$ cat src/hw/iprb_pkg.sv
// constants for the seven-port i/o register bank and output cell groups
package iprb_pkg;
    localparam int NPORT = 7;
    localparam int PW    = 8;
    localparam int AW    = 8;               // 256-byte window

    // per-port offsets, index 0 is port a ... index 6 is port g
    localparam logic [6:0][7:0] OFS_LEVEL =
        {8'h41, 8'h40, 8'h30, 8'h11, 8'h10, 8'h01, 8'h00};
    localparam logic [6:0][7:0] OFS_LATCH =
        {8'h45, 8'h44, 8'h34, 8'h15, 8'h14, 8'h05, 8'h04};
    localparam logic [6:0][7:0] OFS_DIR =
        {8'h47, 8'h46, 8'h36, 8'h17, 8'h16, 8'h07, 8'h06};
    localparam logic [6:0][7:0] OFS_DRV =
        {8'h49, 8'h48, 8'h38, 8'h19, 8'h18, 8'h09, 8'h08};
    localparam logic [6:0][7:0] OFS_FUNC =
        {8'h43, 8'h42, 8'h32, 8'hFF, 8'hFF, 8'hFF, 8'hFF};
    localparam logic [6:0][7:0] OFS_ENST =
        {8'hFF, 8'h4C, 8'hFF, 8'hFF, 8'h1C, 8'h0D, 8'h0C};
    localparam logic [6:0][7:0] OFS_ICELL =
        {8'hFF, 8'hFF, 8'hFF, 8'h1A, 8'hFF, 8'h0B, 8'h0A};

    // which ports own which register kind
    localparam logic [6:0] HAS_FUNC  = 7'h70;   // e, f, g
    localparam logic [6:0] HAS_OD    = 7'h5B;   // a, b, d, e, g
    localparam logic [6:0] HAS_ENST  = 7'h27;   // a, b, c, f
    localparam logic [6:0] HAS_ICELL = 7'h0B;   // a, b, d

    localparam logic [7:0] OFS_CELLS_A = 8'h20;
    localparam logic [7:0] OFS_CELLS_B = 8'h21;
    localparam logic [7:0] OFS_GUARD_A = 8'h22;
    localparam logic [7:0] OFS_GUARD_B = 8'h23;

    // reset values
    localparam logic [7:0] RST_LATCH = 8'h00;
    localparam logic [7:0] RST_DIR   = 8'h00;
    localparam logic [7:0] RST_DRV   = 8'h00;
    localparam logic [7:0] RST_FUNC  = 8'h00;
    localparam logic [7:0] RST_GUARD = 8'h00;
    localparam logic [7:0] RST_CELLS = 8'h00;
    localparam logic [7:0] RD_NONE   = 8'h00;
endpackage

$ cat src/hw/iprb_port_pin.sv
// one port's pin synchroniser and registered pin driver
`timescale 1ns/100ps
module iprb_port_pin #(
    parameter int W        = 8,
    parameter bit HAS_OD   = 1'b1,
    parameter bit HAS_FUNC = 1'b0
) (
    input  wire logic         mclk,
    input  wire logic         rst,
    input  wire logic [W-1:0] pin_in,
    input  wire logic [W-1:0] latch,
    input  wire logic [W-1:0] dir,
    input  wire logic [W-1:0] drv,
    input  wire logic [W-1:0] func,
    input  wire logic [W-1:0] addr_bits,
    output logic      [W-1:0] level,
    output logic      [W-1:0] pin_out,
    output logic      [W-1:0] pin_oe
);
    logic [W-1:0] meta_reg;
    logic [W-1:0] level_reg;
    logic [W-1:0] addr_mode;
    logic [W-1:0] od_mode;
    logic [W-1:0] oe_next;
    logic [W-1:0] out_next;

    // two-stage synchroniser; only level_reg is read by the bank
    always_ff @(posedge mclk)
    begin
        meta_reg  <= pin_in;
        level_reg <= meta_reg;
    end
    assign level = level_reg;

    // ports without these features see the bits forced off
    assign addr_mode = HAS_FUNC ? func : '0;
    assign od_mode   = HAS_OD ? drv : '0;

    // with the function bit clear, open-drain only drives low; a high bit releases the pin
    assign oe_next  = addr_mode | (dir & ~(od_mode & latch));
    assign out_next = (addr_mode & addr_bits)
                    | (~addr_mode & dir & ~od_mode & latch);

    // registered drivers, tri-stated from reset onward
    always_ff @(posedge mclk)
    begin
        if (rst)
        begin
            pin_oe  <= '0;
            pin_out <= '0;
        end
        else
        begin
            pin_oe  <= oe_next;
            pin_out <= out_next;
        end
    end

    odrain_low_a: assert property (@(posedge mclk) disable iff (rst)
        (HAS_OD && !addr_mode[0] && dir[0] && drv[0] && latch[0]) |=> !pin_oe[0])
        else $error("open-drain pin drove a high level");
    dir_input_a: assert property (@(posedge mclk) disable iff (rst)
        (!addr_mode[0] && !dir[0]) |=> !pin_oe[0])
        else $error("input pin was driven");
endmodule

$ cat src/hw/iprb_out_cells.sv
// one group of eight output cell flip-flops with cpu write guard
`timescale 1ns/100ps
module iprb_out_cells #(
    parameter int W = 8
) (
    input  wire logic         mclk,
    input  wire logic         rst,
    input  wire logic         cpu_wr,
    input  wire logic [W-1:0] wdata,
    input  wire logic [W-1:0] guard,
    input  wire logic         pld_load,
    input  wire logic [W-1:0] pld_data,
    output logic      [W-1:0] cells
);
    logic [W-1:0] cells_next;

    // cpu load wins over the array's own load in the same cycle
    always_comb
    begin
        cells_next = cells;
        if (cpu_wr)
            cells_next = (cells & guard) | (wdata & ~guard);
        else if (pld_load)
            cells_next = pld_data;
    end

    always_ff @(posedge mclk)
    begin
        if (rst)
            cells <= iprb_pkg::RST_CELLS;
        else
            cells <= cells_next;
    end

    cell_guard_a: assert property (@(posedge mclk) disable iff (rst)
        cpu_wr |=> cells == (($past(cells) & $past(guard)) | ($past(wdata) & ~$past(guard))))
        else $error("guarded cell write mismatch");
endmodule

$ cat src/hw/iprb_bank.sv
// register bank for seven i/o ports and two output cell groups
`timescale 1ns/100ps
module iprb_bank #(
    parameter int W = iprb_pkg::PW
) (
    input  wire logic                  mclk,
    input  wire logic                  rst,
    input  wire logic                  register_window_select,
    input  wire logic [7:0]            bus_addr,
    input  wire logic                  bus_wr,
    input  wire logic                  bus_rd,
    input  wire logic [W-1:0]          bus_wdata,
    output logic      [W-1:0]          bus_rdata,
    input  wire logic [6:0][W-1:0]     port_pin_in,
    output logic      [6:0][W-1:0]     port_pin_out,
    output logic      [6:0][W-1:0]     port_pin_oe,
    output logic      [W-1:0]          slew_fast_c,
    output logic      [W-1:0]          slew_fast_f,
    input  wire logic [W-1:0]          latched_addr,
    input  wire logic [W-1:0]          input_cell_a,
    input  wire logic [W-1:0]          input_cell_b,
    input  wire logic [W-1:0]          input_cell_d,
    input  wire logic                  pld_load_a,
    input  wire logic [W-1:0]          pld_data_a,
    input  wire logic                  pld_load_b,
    input  wire logic [W-1:0]          pld_data_b,
    output logic      [W-1:0]          cells_a,
    output logic      [W-1:0]          cells_b
);
    logic [6:0][W-1:0] latch_reg;
    logic [6:0][W-1:0] dir_reg;
    logic [6:0][W-1:0] drv_reg;
    logic [6:0][W-1:0] func_reg;
    logic [6:0][W-1:0] level;
    logic [6:0][W-1:0] icell;
    logic [W-1:0]      guard_a_reg;
    logic [W-1:0]      guard_b_reg;
    logic [W-1:0]      rdata_next;
    logic              wr_hit;
    logic              rd_hit;

    // every access is qualified by the window select from the decoder
    assign wr_hit = register_window_select & bus_wr;
    assign rd_hit = register_window_select & bus_rd;

    // input cell states of ports a, b and d; others never read
    always_comb
    begin
        icell    = '0;
        icell[0] = input_cell_a;
        icell[1] = input_cell_b;
        icell[3] = input_cell_d;
    end

    // per-port writable registers and pin logic
    for (genvar p = 0; p < iprb_pkg::NPORT; p++)
    begin : g_port
        always_ff @(posedge mclk)
        begin
            if (rst)
            begin
                latch_reg[p] <= iprb_pkg::RST_LATCH;
                dir_reg[p]   <= iprb_pkg::RST_DIR;
                drv_reg[p]   <= iprb_pkg::RST_DRV;
                func_reg[p]  <= iprb_pkg::RST_FUNC;
            end
            else if (wr_hit)
            begin
                if (bus_addr == iprb_pkg::OFS_LATCH[p])
                    latch_reg[p] <= bus_wdata;
                if (bus_addr == iprb_pkg::OFS_DIR[p])
                    dir_reg[p] <= bus_wdata;
                if (bus_addr == iprb_pkg::OFS_DRV[p])
                    drv_reg[p] <= bus_wdata;
                if (iprb_pkg::HAS_FUNC[p] && bus_addr == iprb_pkg::OFS_FUNC[p])
                    func_reg[p] <= bus_wdata;
            end
        end

        iprb_port_pin #(
            .W        (W),
            .HAS_OD   (iprb_pkg::HAS_OD[p]),
            .HAS_FUNC (iprb_pkg::HAS_FUNC[p])
        ) u_pin (
            .mclk      (mclk),
            .rst       (rst),
            .pin_in    (port_pin_in[p]),
            .latch     (latch_reg[p]),
            .dir       (dir_reg[p]),
            .drv       (drv_reg[p]),
            .func      (func_reg[p]),
            .addr_bits (latched_addr),
            .level     (level[p]),
            .pin_out   (port_pin_out[p]),
            .pin_oe    (port_pin_oe[p])
        );
    end

    // on ports c and f the driver type bit picks the fast edge instead
    assign slew_fast_c = drv_reg[2];
    assign slew_fast_f = drv_reg[5];

    // write guards for the two cell groups
    always_ff @(posedge mclk)
    begin
        if (rst)
        begin
            guard_a_reg <= iprb_pkg::RST_GUARD;
            guard_b_reg <= iprb_pkg::RST_GUARD;
        end
        else if (wr_hit)
        begin
            if (bus_addr == iprb_pkg::OFS_GUARD_A)
                guard_a_reg <= bus_wdata;
            if (bus_addr == iprb_pkg::OFS_GUARD_B)
                guard_b_reg <= bus_wdata;
        end
    end

    iprb_out_cells #(
        .W (W)
    ) u_cells_a (
        .mclk     (mclk),
        .rst      (rst),
        .cpu_wr   (wr_hit && bus_addr == iprb_pkg::OFS_CELLS_A),
        .wdata    (bus_wdata),
        .guard    (guard_a_reg),
        .pld_load (pld_load_a),
        .pld_data (pld_data_a),
        .cells    (cells_a)
    );

    iprb_out_cells #(
        .W (W)
    ) u_cells_b (
        .mclk     (mclk),
        .rst      (rst),
        .cpu_wr   (wr_hit && bus_addr == iprb_pkg::OFS_CELLS_B),
        .wdata    (bus_wdata),
        .guard    (guard_b_reg),
        .pld_load (pld_load_b),
        .pld_data (pld_data_b),
        .cells    (cells_b)
    );

    // read mux; anything not matched falls through to zero
    always_comb
    begin
        rdata_next = iprb_pkg::RD_NONE;
        for (int p = 0; p < iprb_pkg::NPORT; p++)
        begin
            if (bus_addr == iprb_pkg::OFS_LEVEL[p])
                rdata_next = level[p];
            if (bus_addr == iprb_pkg::OFS_LATCH[p])
                rdata_next = latch_reg[p];
            if (bus_addr == iprb_pkg::OFS_DIR[p])
                rdata_next = dir_reg[p];
            if (bus_addr == iprb_pkg::OFS_DRV[p])
                rdata_next = drv_reg[p];
            if (iprb_pkg::HAS_FUNC[p] && bus_addr == iprb_pkg::OFS_FUNC[p])
                rdata_next = func_reg[p];
            if (iprb_pkg::HAS_ENST[p] && bus_addr == iprb_pkg::OFS_ENST[p])
                rdata_next = port_pin_oe[p];
            if (iprb_pkg::HAS_ICELL[p] && bus_addr == iprb_pkg::OFS_ICELL[p])
                rdata_next = icell[p];
        end
        if (bus_addr == iprb_pkg::OFS_CELLS_A)
            rdata_next = cells_a;
        if (bus_addr == iprb_pkg::OFS_CELLS_B)
            rdata_next = cells_b;
        if (bus_addr == iprb_pkg::OFS_GUARD_A)
            rdata_next = guard_a_reg;
        if (bus_addr == iprb_pkg::OFS_GUARD_B)
            rdata_next = guard_b_reg;
    end

    // read data is captured one edge after the strobe and held until the next read
    always_ff @(posedge mclk)
    begin
        if (rst)
            bus_rdata <= iprb_pkg::RD_NONE;
        else if (rd_hit)
            bus_rdata <= rdata_next;
    end

    // checks tied to the bus and the ports
    win_select_a: assert property (@(posedge mclk) disable iff (rst)
        !wr_hit |=> $stable(dir_reg) && $stable(latch_reg) && $stable(func_reg))
        else $error("register changed without a window write");
    level_read_a: assert property (@(posedge mclk) disable iff (rst)
        rd_hit && bus_addr == 8'h30 |=> bus_rdata == $past(level[4]))
        else $error("pin level read wrong");
    latch_write_a: assert property (@(posedge mclk) disable iff (rst)
        wr_hit && bus_addr == 8'h44 |=> latch_reg[5] == $past(bus_wdata))
        else $error("output latch not written");
    latch_drive_a: assert property (@(posedge mclk) disable iff (rst)
        dir_reg[2][3] && !drv_reg[2][3] |=> port_pin_oe[2][3]
            && port_pin_out[2][3] == $past(latch_reg[2][3]))
        else $error("output pin does not follow latch");
    dir_reset_a: assert property (@(posedge mclk)
        rst |=> dir_reg == '0 && port_pin_oe == '0)
        else $error("pins not inputs after reset");
    func_addr_a: assert property (@(posedge mclk) disable iff (rst)
        func_reg[6][1] |=> port_pin_oe[6][1]
            && port_pin_out[6][1] == $past(latched_addr[1]))
        else $error("address out mode wrong");
    func_none_a: assert property (@(posedge mclk) disable iff (rst)
        func_reg[3:0] == '0)
        else $error("function register on port without one");
    slew_write_a: assert property (@(posedge mclk) disable iff (rst)
        wr_hit && bus_addr == 8'h48 |=> slew_fast_f == $past(bus_wdata))
        else $error("slew select not written");
    enst_read_a: assert property (@(posedge mclk) disable iff (rst)
        rd_hit && bus_addr == 8'h1C |=> bus_rdata == $past(port_pin_oe[2]))
        else $error("driver enable readback wrong");
    cells_read_a: assert property (@(posedge mclk) disable iff (rst)
        rd_hit && bus_addr == 8'h21 |=> bus_rdata == $past(cells_b))
        else $error("cell readback wrong");
    guard_hold_a: assert property (@(posedge mclk) disable iff (rst)
        wr_hit && bus_addr == 8'h20 && guard_a_reg == 8'hFF
            |=> cells_a == $past(cells_a))
        else $error("guarded cells changed");
    ro_write_a: assert property (@(posedge mclk) disable iff (rst)
        wr_hit && bus_addr == 8'h00 |=> $stable(latch_reg)
            && $stable(dir_reg) && $stable(drv_reg))
        else $error("write to read-only register had effect");
    unmapped_read_a: assert property (@(posedge mclk) disable iff (rst)
        rd_hit && (bus_addr == 8'h02 || bus_addr == 8'hC0) |=> bus_rdata == 8'h00)
        else $error("unassigned offset read non-zero");

    // read data only moves on a read, so a slow cpu may pick it up late
    rdata_hold_a: assert property (@(posedge mclk) disable iff (rst)
        !rd_hit |=> $stable(bus_rdata))
        else $error("read data moved without a read");

    guard_sel_a: assert property (@(posedge mclk) disable iff (rst)
        !register_window_select |=> $stable(guard_a_reg) && $stable(guard_b_reg))
        else $error("guard changed without select");

    // pin level readback on the first and last port
    level_rd_a0_a: assert property (@(posedge mclk) disable iff (rst)
        rd_hit && bus_addr == 8'h00 |=> bus_rdata == $past(level[0]))
        else $error("port a level read wrong");

    level_rd_g_a: assert property (@(posedge mclk) disable iff (rst)
        rd_hit && bus_addr == 8'h41 |=> bus_rdata == $past(level[6]))
        else $error("port g level read wrong");

    icell_rd_a: assert property (@(posedge mclk) disable iff (rst)
        rd_hit && bus_addr == 8'h0A |=> bus_rdata == $past(icell[0]))
        else $error("input cell read wrong");

    // writes land in the register of that offset only
    latch_wr_a_a: assert property (@(posedge mclk) disable iff (rst)
        wr_hit && bus_addr == 8'h04 |=> latch_reg[0] == $past(bus_wdata))
        else $error("port a latch not written");

    latch_wr_e_a: assert property (@(posedge mclk) disable iff (rst)
        wr_hit && bus_addr == 8'h34 |=> latch_reg[4] == $past(bus_wdata))
        else $error("port e latch not written");

    latch_rd_g_a: assert property (@(posedge mclk) disable iff (rst)
        rd_hit && bus_addr == 8'h45 |=> bus_rdata == $past(latch_reg[6]))
        else $error("port g latch read wrong");

    dir_wr_a_a: assert property (@(posedge mclk) disable iff (rst)
        wr_hit && bus_addr == 8'h06 |=> dir_reg[0] == $past(bus_wdata))
        else $error("port a direction not written");

    dir_wr_g_a: assert property (@(posedge mclk) disable iff (rst)
        wr_hit && bus_addr == 8'h47 |=> dir_reg[6] == $past(bus_wdata))
        else $error("port g direction not written");

    dir_rd_d_a: assert property (@(posedge mclk) disable iff (rst)
        rd_hit && bus_addr == 8'h17 |=> bus_rdata == $past(dir_reg[3]))
        else $error("port d direction read wrong");

    func_wr_e_a: assert property (@(posedge mclk) disable iff (rst)
        wr_hit && bus_addr == 8'h32 |=> func_reg[4] == $past(bus_wdata))
        else $error("port e function not written");

    func_wr_g_a: assert property (@(posedge mclk) disable iff (rst)
        wr_hit && bus_addr == 8'h43 |=> func_reg[6] == $past(bus_wdata))
        else $error("port g function not written");

    func_rd_f_a: assert property (@(posedge mclk) disable iff (rst)
        rd_hit && bus_addr == 8'h42 |=> bus_rdata == $past(func_reg[5]))
        else $error("port f function read wrong");

    // with the function bit clear, open-drain drives low only and lets a one float
    od_release_a: assert property (@(posedge mclk) disable iff (rst)
        drv_reg[0][2] && dir_reg[0][2] && latch_reg[0][2] |=> !port_pin_oe[0][2])
        else $error("open-drain drove a one");

    od_low_a: assert property (@(posedge mclk) disable iff (rst)
        drv_reg[1][0] && dir_reg[1][0] && !latch_reg[1][0]
            |=> port_pin_oe[1][0] && !port_pin_out[1][0])
        else $error("open-drain did not pull low");

    drv_rd_e_a: assert property (@(posedge mclk) disable iff (rst)
        rd_hit && bus_addr == 8'h38 |=> bus_rdata == $past(drv_reg[4]))
        else $error("port e driver type read wrong");

    drv_wr_a_a: assert property (@(posedge mclk) disable iff (rst)
        wr_hit && bus_addr == 8'h08 |=> drv_reg[0] == $past(bus_wdata))
        else $error("port a driver type not written");

    slew_wr_c_a: assert property (@(posedge mclk) disable iff (rst)
        wr_hit && bus_addr == 8'h18 |=> slew_fast_c == $past(bus_wdata))
        else $error("port c slew not written");

    // enable readback is the registered driver enable
    enst_rd_a_a: assert property (@(posedge mclk) disable iff (rst)
        rd_hit && bus_addr == 8'h0C |=> bus_rdata == $past(port_pin_oe[0]))
        else $error("port a enable read wrong");

    enst_rd_f_a: assert property (@(posedge mclk) disable iff (rst)
        rd_hit && bus_addr == 8'h4C |=> bus_rdata == $past(port_pin_oe[5]))
        else $error("port f enable read wrong");

    tri_default_a: assert property (@(posedge mclk) disable iff (rst)
        !dir_reg[0][0] |=> !port_pin_oe[0][0])
        else $error("input pin not tri-stated");

    cells_rd_a_a: assert property (@(posedge mclk) disable iff (rst)
        rd_hit && bus_addr == 8'h20 |=> bus_rdata == $past(cells_a))
        else $error("group a cell read wrong");

    guard_rd_a_a: assert property (@(posedge mclk) disable iff (rst)
        rd_hit && bus_addr == 8'h22 |=> bus_rdata == $past(guard_a_reg))
        else $error("group a guard read wrong");

    guard_wr_a_a: assert property (@(posedge mclk) disable iff (rst)
        wr_hit && bus_addr == 8'h22 |=> guard_a_reg == $past(bus_wdata))
        else $error("group a guard not written");

    guard_wr_b_a: assert property (@(posedge mclk) disable iff (rst)
        wr_hit && bus_addr == 8'h23 |=> guard_b_reg == $past(bus_wdata))
        else $error("group b guard not written");

    guard_b_hold_a: assert property (@(posedge mclk) disable iff (rst)
        wr_hit && bus_addr == 8'h21 && guard_b_reg == 8'hFF
            |=> cells_b == $past(cells_b))
        else $error("guarded group b changed");

    cell_load_a: assert property (@(posedge mclk) disable iff (rst)
        wr_hit && bus_addr == 8'h20 && guard_a_reg == 8'h00
            |=> cells_a == $past(bus_wdata))
        else $error("open cells not loaded");

    // read-only offsets leave every writable register alone
    ro_enst_a: assert property (@(posedge mclk) disable iff (rst)
        wr_hit && bus_addr == 8'h0C |=> $stable(latch_reg) && $stable(dir_reg)
            && $stable(drv_reg) && $stable(func_reg))
        else $error("write to enable readback had effect");

    unmapped_hi_a: assert property (@(posedge mclk) disable iff (rst)
        rd_hit && (bus_addr == 8'hE0 || bus_addr == 8'hF0) |=> bus_rdata == 8'h00)
        else $error("high unassigned offset read non-zero");
endmodule

$ cat config.mk
export PLATFORM = sky130hd
export DESIGN_NAME = iprb_bank
export DESIGN_NICKNAME = d
export VERILOG_FILES = /design/src/hw/iprb_pkg.sv /design/src/hw/iprb_port_pin.sv /design/src/hw/iprb_out_cells.sv /design/src/hw/iprb_bank.sv
export SDC_FILE = /design/constraint.sdc
export NUM_CORES = 1
export LEC_CHECK = 0
export BUFFER_PORTS_ARGS = -buffer_cell sky130_fd_sc_hd__buf_2
export CAP_MARGIN = 20
export CORE_ASPECT_RATIO = 2
export CORE_MARGIN = 3
export CORE_UTILIZATION = 40
export DETAILED_ROUTE_END_ITERATION = 8
export GPL_TIMING_DRIVEN = 1
export HOLD_SLACK_MARGIN = 0.15
export SYNTH_ARGS = -nofsm -noshare
export SYNTH_HDL_FRONTEND = slang
export SYNTH_SLANG_ARGS = --single-unit
$ cat constraint.sdc
create_clock -name mclk -period 2.5 [get_ports mclk]
set_input_delay 0.25 -clock mclk [delete_from_list [all_inputs] [get_ports mclk]]
set_output_delay 0.25 -clock mclk [all_outputs]
set_load 0.01 [all_outputs]
==> Word-level counts from Yosys, hierarchy flattened <==
Cells that the tools add are included.
{ "word_totals": {"out_inout_bits": 152, "elab_cells": 232, "ff_bits": 456, "inputBits": 127} }
{ "op_classes": {"n_eq_ne": 41, "n_mux": 46, "reduce_logical": 31, "bitwise_logic": 57} }
{ "op_table": {"columns": ["op", "n"], "rows": [
  ["8-bit 2-to-1 mux", 46],
  ["8-bit bitwise AND", 32],
  ["8-bit NOT", 15],
  ["8-bit by 7-bit == test with 1-bit output (second input constant)", 11],
  ["8-bit by 5-bit == test with 1-bit output (second input constant)", 10],
  ["8-bit by 6-bit == test with 1-bit output (second input constant)", 9],
  ["8-bit bitwise OR", 8],
  ["2-bit AND reduction", 26],
  ["8-bit by 4-bit == test with 1-bit output (second input constant)", 6],
  ["8-bit by 3-bit == test with 1-bit output (second input constant)", 4],
  ["8-bit by 1-bit == test with 1-bit output (second input constant)", 1],
  ["8-bit logical NOT", 1],
  ["2-bit nonzero test", 2],
  ["1-bit bitwise AND", 2],
  ["1-bit logical AND", 2]
]} }

==> Depth between registers and ports, before layout <==
{ "logic_depth": {"word_depth": 43, "mapped_depth": 12, "depth_no_buf": 8} }

==> By module <==
Synthesis repeated with hierarchy kept, for this count alone.
{ "unflattened": {"hier_cells": 2148, "hier_area_um2": 18925.7} }
{ "modules_own_cells": {"columns": ["module", "cells_each", "seq_area_each_um2", "area_per_inst_um2", "instances"], "rows": [
  ["iprb_bank", 1623, 4324.1, 11992.8, 1],
  ["iprb_port_pin at g_port[0].u_pin ...", 56, 640.6, 838.3, 3],
  ["iprb_port_pin at g_port[4].u_pin ...", 73, 640.6, 964.7, 2],
  ["iprb_port_pin at g_port[5].u_pin", 74, 640.6, 863.3, 1],
  ["iprb_out_cells", 44, 160.2, 426.7, 2],
  ["iprb_port_pin at g_port[2].u_pin", 49, 640.6, 772.0, 1]
]} }

==> Worst setup path before layout <==
Ideal clock, no wire load.
{ "synth_timing": {"path_kind": "input -> register", "startpoint": "input bus_addr[3]", "endpoint": "register bus_rdata[6]", "path_buffers": 2, "arrival_time_ps": 2108, "setup_ps": 122, "stages": 9, "t_required_ps": 2378, "path_slack_ps": 270, "cell_sequence": "buf_6 -> buf_8 -> nor4b_4 -> a21oi_2 -> a32o_1 -> a31oi_1 -> o32ai_1 -> a221o_1 -> a221o_1"} }
{ "synth_between": {"elab_chain_cells": 43, "word_cells_on_any_way": 84, "cone_classes": "eq/ne: 41; mux: 42; reduce/logical: 1"} }
{ "synth_lines": {"columns": ["item", "line", "rtl"], "rows": [
  ["from (decl)", "iprb_bank.sv:9", "input wire logic [7:0] bus_addr,"],
  ["8-bit logical NOT", "iprb_bank.sv:152", "if (bus_addr == iprb_pkg::OFS_LEVEL[p])"],
  ["8-bit 2-to-1 mux", "iprb_bank.sv:152", null],
  ["8-bit 2-to-1 mux", "iprb_bank.sv:154", "if (bus_addr == iprb_pkg::OFS_LATCH[p])"],
  ["8-bit 2-to-1 mux", "iprb_bank.sv:156", "if (bus_addr == iprb_pkg::OFS_DIR[p])"],
  ["8-bit 2-to-1 mux", "iprb_bank.sv:158", "if (bus_addr == iprb_pkg::OFS_DRV[p])"],
  ["8-bit 2-to-1 mux", "iprb_bank.sv:162", "if (iprb_pkg::HAS_ENST[p] && bus_addr == iprb_pkg::OFS_ENST[p])"],
  ["8-bit 2-to-1 mux", "iprb_bank.sv:164", "if (iprb_pkg::HAS_ICELL[p] && bus_addr == iprb_pkg::OFS_ICELL[p])"],
  ["8-bit 2-to-1 mux", "iprb_bank.sv:152", null],
  ["[27 not listed]", null, null],
  ["8-bit 2-to-1 mux", "iprb_bank.sv:154", null],
  ["8-bit 2-to-1 mux", "iprb_bank.sv:156", null],
  ["8-bit 2-to-1 mux", "iprb_bank.sv:158", null],
  ["8-bit 2-to-1 mux", "iprb_bank.sv:160", "if (iprb_pkg::HAS_FUNC[p] && bus_addr == iprb_pkg::OFS_FUNC[p])"],
  ["8-bit 2-to-1 mux", "iprb_bank.sv:167", "if (bus_addr == iprb_pkg::OFS_CELLS_A)"],
  ["8-bit 2-to-1 mux", "iprb_bank.sv:169", "if (bus_addr == iprb_pkg::OFS_CELLS_B)"],
  ["8-bit 2-to-1 mux", "iprb_bank.sv:171", "if (bus_addr == iprb_pkg::OFS_GUARD_A)"],
  ["8-bit 2-to-1 mux *", "iprb_bank.sv:173", "if (bus_addr == iprb_pkg::OFS_GUARD_B)"],
  ["to (signal assigned)", "iprb_bank.sv:181", "bus_rdata <= iprb_pkg::RD_NONE;"],
  ["to (signal assigned)", "iprb_bank.sv:183", "bus_rdata <= rdata_next;"],
  ["to (decl)", "iprb_bank.sv:13", "output logic [W-1:0] bus_rdata,"]
]} }
Every way passes the cells marked *; elsewhere a longest branch is shown, timed or not.
A chain may end at the register's enable or synchronous reset.

==> Worst setup path in the final report <==
{ "layout_timing": {"startpoint": "register g_port[0].u_pin.level_reg[7]", "endpoint": "register bus_rdata[7]"} }
{ "layout_between": {"elab_chain_cells": 42} }
{ "layout_lines": {"columns": ["item", "line", "rtl"], "rows": [
  ["from (decl)", "iprb_port_pin.sv:21", "logic [W-1:0] level_reg;"],
  ["from (signal assigned)", "iprb_port_pin.sv:31", "level_reg <= meta_reg;"],
  ["8-bit 2-to-1 mux", "iprb_bank.sv:152", null],
  ["8-bit 2-to-1 mux", "iprb_bank.sv:154", null],
  ["8-bit 2-to-1 mux", "iprb_bank.sv:156", null],
  ["8-bit 2-to-1 mux", "iprb_bank.sv:158", null],
  ["8-bit 2-to-1 mux", "iprb_bank.sv:162", null],
  ["8-bit 2-to-1 mux", "iprb_bank.sv:164", null],
  ["8-bit 2-to-1 mux", "iprb_bank.sv:152", null],
  ["8-bit 2-to-1 mux", "iprb_bank.sv:154", null],
  ["[26 not listed]", null, null],
  ["8-bit 2-to-1 mux", "iprb_bank.sv:154", null],
  ["8-bit 2-to-1 mux", "iprb_bank.sv:156", null],
  ["8-bit 2-to-1 mux", "iprb_bank.sv:158", null],
  ["8-bit 2-to-1 mux", "iprb_bank.sv:160", null],
  ["8-bit 2-to-1 mux", "iprb_bank.sv:167", null],
  ["8-bit 2-to-1 mux", "iprb_bank.sv:169", null],
  ["8-bit 2-to-1 mux", "iprb_bank.sv:171", null],
  ["8-bit 2-to-1 mux", "iprb_bank.sv:173", null]
]} }
Every way passes these cells.

==> impl_metrics.json <==
{
  "yosys_warnings": 0,
  "ys_seq_area_frac": 0.511,
  "die-width_microns": 155,
  "wirelength_microns": 85400,
  "die_h_microns": 305,
  "synth_top_flop_cell": "dfxtp_1",
  "vdd_drop_max_mv": 0.541,
  "internal_power_mw": 11.5,
  "clock-root-buffer": "clkbuf_16",
  "fmax_mhz": 427,
  "worstMarginPinSlew_ns": 0.873,
  "synth-seq-cells": 456,
  "stdcell_area_sq_um": 23700,
  "hold_start": "input_cell_b[0]",
  "num-fill-cells": 4198,
  "cts.reportedPaths.clkPinSlew_ns": 0.07,
  "grt_use_total": 0.346,
  "async_flop_share": 0,
  "skew_ns": 0.0132,
  "numCtsBuffers": 39,
  "syn-cell-area_sq_um": 17900,
  "r2r_cells": 9,
  "grt_pass1_vias": 19100,
  "rsz0062_at_grt": "false",
  "drc": 0,
  "finalHoldViolations": 0,
  "power_frac_clock": 0.421,
  "final_common_cell": "nand2_1",
  "seqPwrFrac": 0.498,
  "worstSetupEndpointType": "flop",
  "clockBufferDepth": 3,
  "layout_common_cells": "nand2_1 (519), dfxtp_1 (456), a21oi_1 (330)",
  "grt_max_degree": 78,
  "hold_depth": 4,
  "dieArea_sq_um": 47400,
  "gp_congestion": 1.01,
  "avgViaCountPerCell": 5.80,
  "p_total_mw": 15.0,
  "multi_input_area_sq_um": 8050,
  "power_frac_comb": 0.082,
  "synth-edff-count": 0,
  "p_switching_mw": 3.56,
  "postSynthCellCount": 2169,
  "grt_overflow_total": 0,
  "cp-start-kind": "flop",
  "cts_resized": 0,
  "crit_path_start": "g_port[0].u_pin.level[7]",
  "initial_utilization": 0.408,
  "synth_area_per_cell_sq_um": 8.23,
  "grt_antenna_before_repair": 0,
  "setup_viol": 0,
  "fin_nets": 2845,
  "port_buffers": 278,
  "core_sq_um": 43800,
  "synth.distinct_cells": 82,
  "hp-class": "in -> reg",
  "synth_nets": 2296,
  "setup.worst_path.class": "reg -> reg",
  "hpwlAfterDp_microns": 66500,
  "period_needed_ns": 2.34,
  "switching_share": 0.237,
  "fp-row-count": 108,
  "period_share": 0.937,
  "antenna_cells": 0,
  "grt_pass1_wl_microns": 122000,
  "syn2layout_area_growth_pct": 33.0,
  "maxCapViolCount": 0,
  "max_slew_margin": 0.418,
  "regArea_sq_um": 9130,
  "slew_viol_final": 0,
  "drt_first_iter_violations": 1585,
  "cts_sinks": 456,
  "firstDrtPassIters": 8,
  "final_antenna_net_count": 0,
  "cts_tree": "done",
  "cp_max_fo": 1,
  "worstSkewPairLatency_ns": 0.55,
  "critical_path_arrival_ns": 2.84,
  "placed_area_sq_um": 21600,
  "layout-drive-gt1-share": 0.238,
  "outcome": "complete, no violations",
  "crit_required_ns": 3.00,
  "pwr_density_cell_nw_per_um2": 633,
  "wl_per_cell_microns": 25.9,
  "pin_count": 279,
  "p_leak_nw": 9.39,
  "h-tree-depth": 2,
  "num_vias": 19100,
  "reg2reg_from": "g_port[0].u_pin.level[7]"
}
## path summary, 6_finish.rpt
| kind | end | slack [ns] |
|---|---|---|
| setup reg to reg | bus_rdata[7] | 0.16 |
| setup / recovery | bus_rdata[7] | 0.16 |
| hold reg to reg | g_port[1].u_pin.level[3] | 0.33 |
| hold / removal | bus_rdata[0] | 0.19 |
## synth_stat cells (4+ instances only)
master    number  area share
buf_1          4     0.00084
nor4b_2        4      0.0034
a221o_1       11      0.0062
nand3_1       15      0.0042
a211oi_1      11      0.0046
o31ai_1        4      0.0017
clkbuf_1      84       0.018
nand2_1      519        0.11
o22a_1         4      0.0020
nor2_1       202       0.042
dfxtp_1      456        0.51
buf_4         18      0.0076
a21oi_1      330       0.093
inv_1          8      0.0017
a32oi_1       17      0.0083
a31oi_1       14      0.0049
nand3b_1       4      0.0017
o21ai_1       11      0.0031
nor2_2         4      0.0014
nor3b_1       21      0.0088
nand4_1        8      0.0028
buf_2         26      0.0073
o21ai_0       50       0.014
a221oi_1      20      0.0098
a22o_1         8      0.0039
o211ai_1      11      0.0046
o32ai_1        5      0.0025
a222oi_1       7      0.0039
o221ai_1      13      0.0064
nor4_1        19      0.0067
a22oi_1       19      0.0080
nand2b_1      33       0.012
and2_1        10      0.0035
nor3_1        59       0.017
nor2b_1       17      0.0060
mux2i_1       10      0.0056
o22ai_1       38       0.013
## layer usage
| metal | vias up | share of wire | global-route usage |
|---|---|---|---|
| met2 | 1066 | 0.50 | 0.614 |
| met4 | 0 | 0.11 | 0.297 |
| met1 | 8980 | 0.33 | 0.352 |
| li1 | 8703 | - | - |
| met3 | 370 | 0.058 | 0.0412 |
| met5 | - | 0 | 0 |
## kinds of logic after synthesis
logic type	after synthesis	share of synthesized area
AND/OR/NAND/NOR	948	0.237
AO/OA/AOI/OAI	607	0.206
buffers and inverters	146	0.0382
multiplexers	12	0.00687
flip-flops	456	0.511
## critical path, stage by stage, from the launching register on
cell and delay (ns):
dfxtp_1 0.37, or3b_1 0.37, a21oi_1 0.16, o221ai_1 0.21, a221oi_1 0.41, buf_4 0.18, o221ai_1 0.14, a31oi_1 0.20
and3b_1 0.19, nor2_1 0.07
## power groups by stage
stage | clock (mW) | combinational [mW] | sequential [mW]
5_1_grt | 6.67 | 1.27 | 7.47
3_3_place_gp | 0 | 1.09 | 7.64
3_5_place_dp | 0 | 1.09 | 7.64
4_1_cts | 6.41 | 1.20 | 7.47
6_report | 6.32 | 1.23 | 7.48
2_1_floorplan | 0 | 0.475 | 7.59
## final cells by class
| class | instances | area share |
|---|---|---|
| Clock buffer | 59 | 0.0498 |
| Clock inverter | 10 | 0.00575 |
| Inverter | 10 | 0.00158 |
| Multi-Input combinational cell | 1567 | 0.339 |
| Sequential cell | 456 | 0.385 |
| Tap cell | 550 | 0.0290 |
| Timing Repair Buffer | 644 | 0.190 |
## timing repair
item | in CTS | in global routing
setup buffers | 0 | 0
hold buffers | 80 | 0
endpoints found under the hold margin | 94 | 0
## metrics by stage
| step | std cells | setup slack (ns) | setup TNS [ns] | util | hold WS [ns] |
|---|---|---|---|---|---|
| 2_1_floorplan | 2169 | 0.270 | 0 | - | 0.278 |
| 4_1_cts | 3296 | 0.171 | 0 | 0.542 | 0.176 |
| 3_5_place_dp | 3147 | -0.251 | -1.91 | 0.494 | 0.312 |
| 3_3_place_gp | 3147 | -0.204 | -1.18 | 0.494 | 0.310 |
| 5_1_grt | 3296 | 0.0469 | 0 | 0.542 | 0.210 |
| 6_report | 3296 | 0.157 | 0 | 0.542 | 0.193 |
Note: power is estimated with default switching activity, not from simulation.
